==> src/logic/abs_pkg.sv <==
// constants, types and register map of the add/and/bit/skip execute block
// assumes one clock at the oscillator rate; the instruction cycle is derived
package abs_pkg;

  // ****************************************
  // widths
  // ****************************************
  localparam int DATA_W = 8;
  localparam int FADDR_W = 7;
  localparam int BIT_W = 3;
  localparam int BUS_ADDR_W = 8;
  localparam int FILE_DEPTH = 128;

  // ****************************************
  // timing
  // ****************************************
  localparam int OSC_PER_CYCLE = 4;
  localparam logic [1:0] PHASE_FIRST = 2'h1;
  localparam logic [1:0] PHASE_LAST = 2'(OSC_PER_CYCLE - 1);

  // ****************************************
  // register map
  // ****************************************
  localparam logic [BUS_ADDR_W-1:0] ADDR_FILE_LAST = 8'h7F;
  localparam logic [BUS_ADDR_W-1:0] ADDR_ACC = 8'h80;
  localparam logic [BUS_ADDR_W-1:0] ADDR_STATUS = 8'h81;
  localparam logic [BUS_ADDR_W-1:0] ADDR_CORE_STATE = 8'h82;

  // status fields
  localparam int STAT_CARRY = 0;
  localparam int STAT_NIBBLE = 1;
  localparam int STAT_ZERO = 2;
  localparam int STAT_W = 3;
  // core state fields
  localparam int CORE_BUSY = 0;
  localparam int CORE_IDLE_SLOT = 1;

  // reset values
  localparam logic [DATA_W-1:0] ACC_RESET = 8'h00;
  localparam logic [STAT_W-1:0] STATUS_RESET = 3'h0;
  localparam logic [DATA_W-1:0] FILE_RESET = 8'h00;

  // ****************************************
  // instruction set
  // ****************************************
  typedef enum logic [2:0] {
    add_literal_acc,
    add_acc_file,
    and_literal_acc,
    and_acc_file,
    bit_clear_file,
    bit_set_file,
    skip_if_bit_one,
    skip_if_bit_zero
  } abs_op_t;

  typedef enum logic [1:0] {
    ST_IDLE,
    ST_EXEC,
    ST_SKIP
  } abs_state_t;

endpackage

==> src/logic/abs_alu_if.sv <==
// carrier between the execute sequencer and its arithmetic unit
// assumes both ends sit on the same clock; the unit is purely combinational
`timescale 1ns/100ps
interface abs_alu_if;
  import abs_pkg::*;
  abs_op_t op;
  logic [DATA_W-1:0] acc;
  logic [DATA_W-1:0] file_val;
  logic [DATA_W-1:0] literal;
  logic [BIT_W-1:0] bit_pos;
  logic dest_file;
  logic [DATA_W-1:0] result;
  logic carry;
  logic nibble_overflow;
  logic zero;
  logic upd_arith;
  logic upd_zero;
  logic to_acc;
  logic to_file;
  logic skip;

  modport core (output op, acc, file_val, literal, bit_pos, dest_file,
                input result, carry, nibble_overflow, zero, upd_arith,
                upd_zero, to_acc, to_file, skip);
  modport alu (input op, acc, file_val, literal, bit_pos, dest_file,
               output result, carry, nibble_overflow, zero, upd_arith,
               upd_zero, to_acc, to_file, skip);
endinterface

==> src/logic/abs_alu.sv <==
// arithmetic, logic, bit and test unit for the execute block
// assumes operands are held stable by the sequencer for a whole cycle
`timescale 1ns/100ps
module abs_alu
  import abs_pkg::*;
(
  abs_alu_if.alu bus
);

  logic [DATA_W:0] sum;
  logic [4:0] low_sum;
  logic [DATA_W-1:0] operand;
  logic [DATA_W-1:0] bit_mask;
  logic tested;

  always_comb begin
    operand = bus.file_val;
    if (bus.op == add_literal_acc || bus.op == and_literal_acc) begin
      operand = bus.literal;
    end
    bit_mask = 8'h01 << bus.bit_pos;
    tested = bus.file_val[bus.bit_pos];
    // [RULE11] carry sources
    sum = {1'b0, bus.acc} + {1'b0, operand};
    low_sum = {1'b0, bus.acc[3:0]} + {1'b0, operand[3:0]};
    bus.carry = sum[DATA_W];
    bus.nibble_overflow = low_sum[4];
    bus.result = sum[DATA_W-1:0];
    bus.upd_arith = 1'b0;
    bus.upd_zero = 1'b0;
    bus.to_acc = 1'b0;
    bus.to_file = 1'b0;
    bus.skip = 1'b0;
    unique case (bus.op)
      // [RULE1] literal add
      add_literal_acc: begin
        bus.upd_arith = 1'b1;
        bus.upd_zero = 1'b1;
        bus.to_acc = 1'b1;
      end
      // [RULE2] [RULE3] file add routed
      add_acc_file: begin
        bus.upd_arith = 1'b1;
        bus.upd_zero = 1'b1;
        bus.to_acc = ~bus.dest_file;
        bus.to_file = bus.dest_file;
      end
      // [RULE4] literal and
      and_literal_acc: begin
        bus.result = bus.acc & operand;
        bus.upd_zero = 1'b1;
        bus.to_acc = 1'b1;
      end
      // [RULE5] [RULE3] file and routed
      and_acc_file: begin
        bus.result = bus.acc & operand;
        bus.upd_zero = 1'b1;
        bus.to_acc = ~bus.dest_file;
        bus.to_file = bus.dest_file;
      end
      // [RULE6] clear one bit
      bit_clear_file: begin
        bus.result = bus.file_val & ~bit_mask;
        bus.to_file = 1'b1;
      end
      // [RULE7] set one bit
      bit_set_file: begin
        bus.result = bus.file_val | bit_mask;
        bus.to_file = 1'b1;
      end
      // [RULE8] skip on one
      skip_if_bit_one: begin
        bus.skip = tested;
      end
      // [RULE9] skip on zero
      skip_if_bit_zero: begin
        bus.skip = ~tested;
      end
    endcase
    // [RULE11] zero from result
    bus.zero = (bus.result == 8'h00);
  end

endmodule

==> src/logic/add_and_bit_skip_execute.sv <==
// execute sequencer, accumulator, flags and file registers
// assumes instruction fields come from decode logic on the same clock
//
// Notes on behaviour
// [RULE1] add literal into accumulator, update flags
// [RULE2] add accumulator and file register, update flags
// [RULE3] destination zero accumulator, one file
// [RULE4] and literal into accumulator, zero only
// [RULE5] and with file, routed, zero only
// [RULE6] clear chosen bit, flags untouched
// [RULE7] set chosen bit, flags untouched
// [RULE8] bit one skips next, two cycles
// [RULE9] bit zero skips next, two cycles
// [RULE10] instruction cycle is four oscillator periods
// [RULE11] nibble carry bit3, carry bit7, zero
//
// Decided for this implementation: the plain strobed port and the register offsets.
`timescale 1ns/100ps
module add_and_bit_skip_execute
  import abs_pkg::*;
(
  input wire logic clock_in,
  input wire logic reset_n_in,
  input wire logic instr_valid_in,
  input wire logic [2:0] instr_op_in,
  input wire logic [FADDR_W-1:0] file_addr_in,
  input wire logic [BIT_W-1:0] bit_pos_in,
  input wire logic [DATA_W-1:0] literal_in,
  input wire logic dest_file_in,
  input wire logic [BUS_ADDR_W-1:0] bus_addr_in,
  input wire logic [DATA_W-1:0] bus_wdata_in,
  input wire logic bus_write_in,
  input wire logic bus_read_in,
  output logic [DATA_W-1:0] bus_rdata_out,
  output logic ready_out,
  output logic done_out,
  output logic idle_slot_out,
  output logic [DATA_W-1:0] acc_out,
  output logic [STAT_W-1:0] status_out
);

  // ****************************************
  // state
  // ****************************************
  abs_state_t state, next_state;
  logic [1:0] phase, next_phase;
  abs_op_t op_q, next_op_q;
  logic [FADDR_W-1:0] addr_q, next_addr_q;
  logic [BIT_W-1:0] bit_q, next_bit_q;
  logic [DATA_W-1:0] lit_q, next_lit_q;
  logic dest_q, next_dest_q;
  logic next_ready;
  logic next_done;
  logic next_idle_slot;
  logic [DATA_W-1:0] acc, next_acc;
  logic [STAT_W-1:0] status, next_status;
  logic [DATA_W-1:0] file_mem [FILE_DEPTH];
  logic [DATA_W-1:0] next_file_mem [FILE_DEPTH];
  logic [DATA_W-1:0] next_rdata;
  logic commit;

  abs_alu_if alu_bus ();

  abs_alu u_alu (
    .bus(alu_bus.alu)
  );

  // ****************************************
  // operands to the unit
  // ****************************************
  assign alu_bus.op = op_q;
  assign alu_bus.acc = acc;
  assign alu_bus.file_val = file_mem[addr_q];
  assign alu_bus.literal = lit_q;
  assign alu_bus.bit_pos = bit_q;
  assign alu_bus.dest_file = dest_q;

  // ****************************************
  // sequencer
  // ****************************************
  always_comb begin
    next_state = state;
    next_phase = phase;
    next_op_q = op_q;
    next_addr_q = addr_q;
    next_bit_q = bit_q;
    next_lit_q = lit_q;
    next_dest_q = dest_q;
    next_done = 1'b0;
    commit = 1'b0;
    unique case (state)
      ST_IDLE: begin
        // idle cycle is the first period of an instruction
        if (instr_valid_in) begin
          next_op_q = abs_op_t'(instr_op_in);
          next_addr_q = file_addr_in;
          next_bit_q = bit_pos_in;
          next_lit_q = literal_in;
          next_dest_q = dest_file_in;
          next_state = ST_EXEC;
          next_phase = PHASE_FIRST;
        end
      end
      ST_EXEC: begin
        // [RULE10] four period cycle
        if (phase == PHASE_LAST) begin
          commit = 1'b1;
          next_done = 1'b1;
          // [RULE8] [RULE9] enter idle slot
          if (alu_bus.skip) begin
            next_state = ST_SKIP;
            next_phase = 2'h0;
          end else begin
            next_state = ST_IDLE;
          end
        end else begin
          next_phase = phase + 2'h1;
        end
      end
      ST_SKIP: begin
        // [RULE8] [RULE9] discarded slot
        if (phase == PHASE_LAST) begin
          next_state = ST_IDLE;
        end else begin
          next_phase = phase + 2'h1;
        end
      end
    endcase
    next_ready = (next_state == ST_IDLE);
    next_idle_slot = (next_state == ST_SKIP);
  end

  always_ff @(posedge clock_in or negedge reset_n_in) begin
    if (!reset_n_in) begin
      state <= ST_IDLE;
      phase <= 2'h0;
      op_q <= add_literal_acc;
      addr_q <= 7'h00;
      bit_q <= 3'h0;
      lit_q <= 8'h00;
      dest_q <= 1'b0;
      ready_out <= 1'b1;
      done_out <= 1'b0;
      idle_slot_out <= 1'b0;
    end else begin
      state <= next_state;
      phase <= next_phase;
      op_q <= next_op_q;
      addr_q <= next_addr_q;
      bit_q <= next_bit_q;
      lit_q <= next_lit_q;
      dest_q <= next_dest_q;
      ready_out <= next_ready;
      done_out <= next_done;
      idle_slot_out <= next_idle_slot;
    end
  end

  // ****************************************
  // accumulator, flags and file registers
  // ****************************************
  always_comb begin
    next_acc = acc;
    next_status = status;
    next_file_mem = file_mem;
    // software writes first; a commit in the same cycle overrides
    if (bus_write_in) begin
      if (bus_addr_in <= ADDR_FILE_LAST) begin
        next_file_mem[bus_addr_in[FADDR_W-1:0]] = bus_wdata_in;
      end else if (bus_addr_in == ADDR_ACC) begin
        next_acc = bus_wdata_in;
      end else if (bus_addr_in == ADDR_STATUS) begin
        next_status = bus_wdata_in[STAT_W-1:0];
      end
    end
    if (commit) begin
      // [RULE3] result routing
      if (alu_bus.to_acc) begin
        next_acc = alu_bus.result;
      end
      if (alu_bus.to_file) begin
        next_file_mem[addr_q] = alu_bus.result;
      end
      // [RULE11] carry and nibble flags
      if (alu_bus.upd_arith) begin
        next_status[STAT_CARRY] = alu_bus.carry;
        next_status[STAT_NIBBLE] = alu_bus.nibble_overflow;
      end
      // [RULE11] zero flag
      if (alu_bus.upd_zero) begin
        next_status[STAT_ZERO] = alu_bus.zero;
      end
    end
  end

  always_ff @(posedge clock_in or negedge reset_n_in) begin
    if (!reset_n_in) begin
      acc <= ACC_RESET;
      status <= STATUS_RESET;
      acc_out <= ACC_RESET;
      status_out <= STATUS_RESET;
    end else begin
      acc <= next_acc;
      status <= next_status;
      acc_out <= next_acc;
      status_out <= next_status;
    end
  end

  generate
    for (genvar i = 0; i < FILE_DEPTH; i++) begin : g_file
      always_ff @(posedge clock_in or negedge reset_n_in) begin
        if (!reset_n_in) begin
          file_mem[i] <= FILE_RESET;
        end else begin
          file_mem[i] <= next_file_mem[i];
        end
      end
    end
  endgenerate

  // ****************************************
  // register read port
  // ****************************************
  always_comb begin
    next_rdata = 8'h00;
    if (bus_read_in) begin
      if (bus_addr_in <= ADDR_FILE_LAST) begin
        next_rdata = file_mem[bus_addr_in[FADDR_W-1:0]];
      end else if (bus_addr_in == ADDR_ACC) begin
        next_rdata = acc;
      end else if (bus_addr_in == ADDR_STATUS) begin
        next_rdata = {5'h00, status};
      end else if (bus_addr_in == ADDR_CORE_STATE) begin
        next_rdata[CORE_BUSY] = (state != ST_IDLE);
        next_rdata[CORE_IDLE_SLOT] = (state == ST_SKIP);
      end
    end
  end

  always_ff @(posedge clock_in or negedge reset_n_in) begin
    if (!reset_n_in) begin
      bus_rdata_out <= 8'h00;
    end else begin
      bus_rdata_out <= next_rdata;
    end
  end

endmodule

==> config.mk <==
export PLATFORM = sky130hd
export DESIGN_NAME = add_and_bit_skip_execute
export DESIGN_NICKNAME = d
export VERILOG_FILES = /design/src/logic/abs_pkg.sv /design/src/logic/abs_alu_if.sv /design/src/logic/abs_alu.sv /design/src/logic/add_and_bit_skip_execute.sv
export SDC_FILE = /design/constraint.sdc
export NUM_CORES = 2
export LEC_CHECK = 0
export BUFFER_PORTS_ARGS = -buffer_cell sky130_fd_sc_hd__buf_2
export CORE_MARGIN = 2
export CORE_UTILIZATION = 43
export DETAILED_ROUTE_END_ITERATION = 6
export PLACE_DENSITY = 0.6
export SLEW_MARGIN = 15
export SYNTH_ARGS = -nofsm -noshare
export SYNTH_HDL_FRONTEND = slang
export SYNTH_SLANG_ARGS = --single-unit
==> constraint.sdc <==
create_clock -name clock_in -period 7.2 [get_ports clock_in]
set_clock_uncertainty 0.15 [all_clocks]
set_input_delay 2.16 -clock clock_in [delete_from_list [all_inputs] [get_ports clock_in]]
set_output_delay 2.16 -clock clock_in [all_outputs]
set_load 0.02 [all_outputs]
==> impl_results.md <==
- Outcome: complete, but fails checks
- Failing checks: design-rule violations
- Dominant synthesized flop cell: dfrtp_1
- Detailed-router iteration count before antenna repair: 7
- Total CTS buffers: 130
- Final-layout worst hold slack: 0.3737 ns
- Final-layout fill cell count: approximately 14000
- Total half-perimeter wirelength after legalization and detailed placement: 192700 um
- Register-to-Register Path Depth: 22
- GPL Wtd Cong: 1.009
- H-Tree Level Count: 4
- Cell row count: 146
- Async set or reset register ratio after synthesis: 100.0%
- Final Max Slew Viols: 0
- Launching point of the worst reg2reg path: addr_q[0]$_DFFE_PN0P_
- Time the final worst path needs with I/O delays and setup: ~6.9 ns
- Sequential cell area: 0.02684 sq mm
- Number of synthesized register bits: 1072
- Hold-fix buffers at CTS: 0
- Worst Setup End Kind: flop
- Commonest cells after routing, fill and taps aside: mux2i_1, dfrtp_1, nand2_1
- Syn Area/Cell: between 9 and 10 sq um
- Worst relative slew slack: just over 4%
- Clock Power Share: 20.7%
- Grt total ovfl: 0
- Number of nets still failing antenna checks after routing: 0
- Clk_lat worst skew: 0.82 ns
- Total net switching power: 0.01662 W
- Post-Syn Nets: 6985
- Via Count: 60623
- Register-to-register setup slack: 0.31 ns
- Hold Path Stages: 1
- Min-Delay Endpoint: alu_bus.dest_file$_DFFE_PN0P_
- Area growth syn-to-layout: 10.83%
- Number of instances in the synthesized netlist: 6929
- Arr. time, crit path: between 7 and 8 ns
- Critical register-to-register path endpoint: file_mem[726]$_DFF_PN0_
- Iter 0 DRT Violations: 9668
- Part of the power in combinational logic: between 50% and 60%
- Via count of the first global-routing pass: 57069
- Cell Int Power: about 0.015 W
- Ratio of cells with drive above 1 in the final layout: 14.82%
- GRT Total Usage: 36.29%
- Layout Nets: between 6000 and 7000
- Share of the clock period used by the worst path: around 96%
- Avg WL per Cell: 33.61 um
- Number of hold violations in the final report: 0
- CTS root buf: clkbuf_16
- Number of enable-type register cells in the synthesized netlist: 0
- Die area: roughly 0.16 sq mm
- Highest net fanout along the worst path: 59
- Sequential element share of the synthesized area: 39.36%
- Hold crit path type: reg2reg
- Overall die height: 402.2 um
- DRC Markers: 9
- Post-Route Setup TNS: 0 ns
- Switch share: 52.02%
- Max Buffers Root-to-Sink: 3
- # resized after CTS: 0
- Area of the mapped netlist: 0.06817 sq mm
- Measured slew at the worst slew-check pin: approximately 1.4 ns
- Core ar.: roughly 0.16 sq mm
- Kind of start point of the critical path: flop
- Unrepaired setup endpoints after global routing: false
- Number of I/O port buffers: 64
- Post CTS Setup Buffer Count: 0
- Overall power of the completed layout: 0.03195 W
- Portion of total power attributed to sequential cells: 23.5%
- Number of warnings printed during yosys synthesis: 0
- Ports: 65
- Source of the critical timing path: addr_q[0]$_DFFE_PN0P_
- Type of the setup path with the least slack: reg2reg
- Max rail drop VDD: 0.001319 V
- Starting Density: a little over two fifths
- Leading cell type in the layout, fill and taps excluded: mux2i_1
- Maximum number of pins on one net before global-route repair: 142
- Origin of the worst min-delay path: alu_bus.dest_file$_DFFE_PN0P_
- Sinks on Clock Net: 1072
- Wire length reported by the detailed router: 299900 um
- Required time reported for the critical path endpoint: 7.73 ns
- Max-cap violations: 0
- Antenna violations before repair: 13
- Power per standard cell area: 422.9 mW/mm^2
- Setup violations, final: 0
- Global-route wire length before repair: about 430000 um
- Width of the die: 402.2 um
- Multi-input gate area: 0.03866 sq mm
- Max Fclk: 145.2 MHz
- Vias per cell: a little under 7
- Register clock-pin slew on the reported worst setup and hold paths: 0.06 ns
- CTS tree: built
- Number of library cell types mapped by synthesis: between 90 and 100
- Leakage power of the design: ~30 nW
-- flip-flops by register name, summed over array words and instances (netlist names) --
signal / flops
phase: 2
addr_q: 7
done_out: 1
acc: 8
alu_bus.dest_file: 1
bus_rdata_out: 8
state: 2
alu_bus.op: 3
ready_out: 1
alu_bus.literal: 8
idle_slot_out: 1
status: 3
file_mem: 1024
alu_bus.bit_pos: 3
-- critical path: stages, from the launching register on --
cell and delay (ns):
dfrtp_4 0.71, nor2b_4 0.87, buf_4 0.50, a221oi_1 0.16
o221a_1 0.35, or4_1 0.60, a221oi_1 0.41, nor2_1 0.23
a21oi_1 0.23, ha_1 0.23, fa_1 0.24, a21o_1 0.13
a21oi_1 0.08, o21bai_1 0.13, a21oi_1 0.12, xnor2_1 0.19
mux2i_1 0.10, a22o_1 0.27, a31oi_4 0.18, buf_12 0.17
buf_12 0.27, nand2_1 0.12, o21ai_0 0.17
-- power groups by stage --
stage | combinational (W) | sequential, W | clock, W
floorplan | 0.00960 | 0.00721 | 0
global placement | 0.0167 | 0.00755 | 0
detailed placement | 0.0168 | 0.00757 | 0
CTS | 0.0169 | 0.00748 | 0.00663
global route | 0.0179 | 0.00758 | 0.00687
finish | 0.0178 | 0.00752 | 0.00662
-- worst max-delay path by stage --
stage / to / slack [ns] / cells after the start
3_3_place_gp: file_mem[342]$_DFF_PN0_ / 0.54 / 20
3_5_place_dp: file_mem[158]$_DFF_PN0_ / 0.80 / 22
6_report: file_mem[726]$_DFF_PN0_ / 0.31 / 22
4_1_cts: file_mem[726]$_DFF_PN0_ / 0.73 / 22
2_1_floorplan: file_mem[326]$_DFF_PN0_ / 2.21 / 26
5_1_grt: file_mem[726]$_DFF_PN0_ / 0.26 / 22
-- cell families after synthesis --
logic type                 after synthesis  synth area share, %
AOI/OAI and AO/OA                     1760                15.13
xor gates and xnor gates                 7              0.08994
adders and majority gates               13               0.2496
muxes                                 1704                30.54
DFF                                   1072                39.36
and+or+nand+nor                       1697                10.20
buffers and inverters                  676                4.431
-- final cells by class --
class / count / area share [%]
antenna: 7 / 0.02319
clock buffer: 194 / 5.070
clock inverter: 32 / 0.4074
inverter: 18 / 0.09440
multi-input combinational: 5181 / 51.18
sequential: 1072 / 35.53
tap: 2072 / 3.432
timing repair buffer: 346 / 4.271
-- routing by layer --
metal | up-vias | routed length (um) | track usage (%)
met5 | - | 151 | 0.1487
met4 | 20 | 20820 | 21.06
met3 | 1148 | 43140 | 14.21
met2 | 4857 | 123300 | 50.60
met1 | 29621 | 112400 | 47.58
li1 | 24977 | - | -
-- per-stage QoR --
step | cells | utilization, % | cell area [sq um] | worst slack, ns
5_1_grt | 8915 | 47.85 | 75530 | 0.2551
4_1_cts | 8915 | 47.80 | 75450 | 0.7307
3_5_place_dp | 8689 | 45.18 | 71310 | 0.7958
3_3_place_gp | 8689 | 45.17 | 71300 | 0.5387
6_report | 8922 | 47.87 | 75550 | 0.3121
2_1_floorplan | 6929 | - | 68170 | 2.214
-- synthesized netlist by cell type, types with 83 or more instances --
master    count  area, sq um
a221oi_1     96        840.8
clkbuf_1    393         1475
nor2_1      517         1941
buf_2       149        745.7
mux2i_1    1323        13240
a21oi_1     445         2227
nand2_1     951         3570
dfrtp_1    1071        26800
o22ai_1     101        631.9
mux2_2       83        934.7
o21ai_0     697         3488
mux4_2      292         6576
o21ai_1     122        610.6
Note: power is estimated with default switching activity, not from simulation.
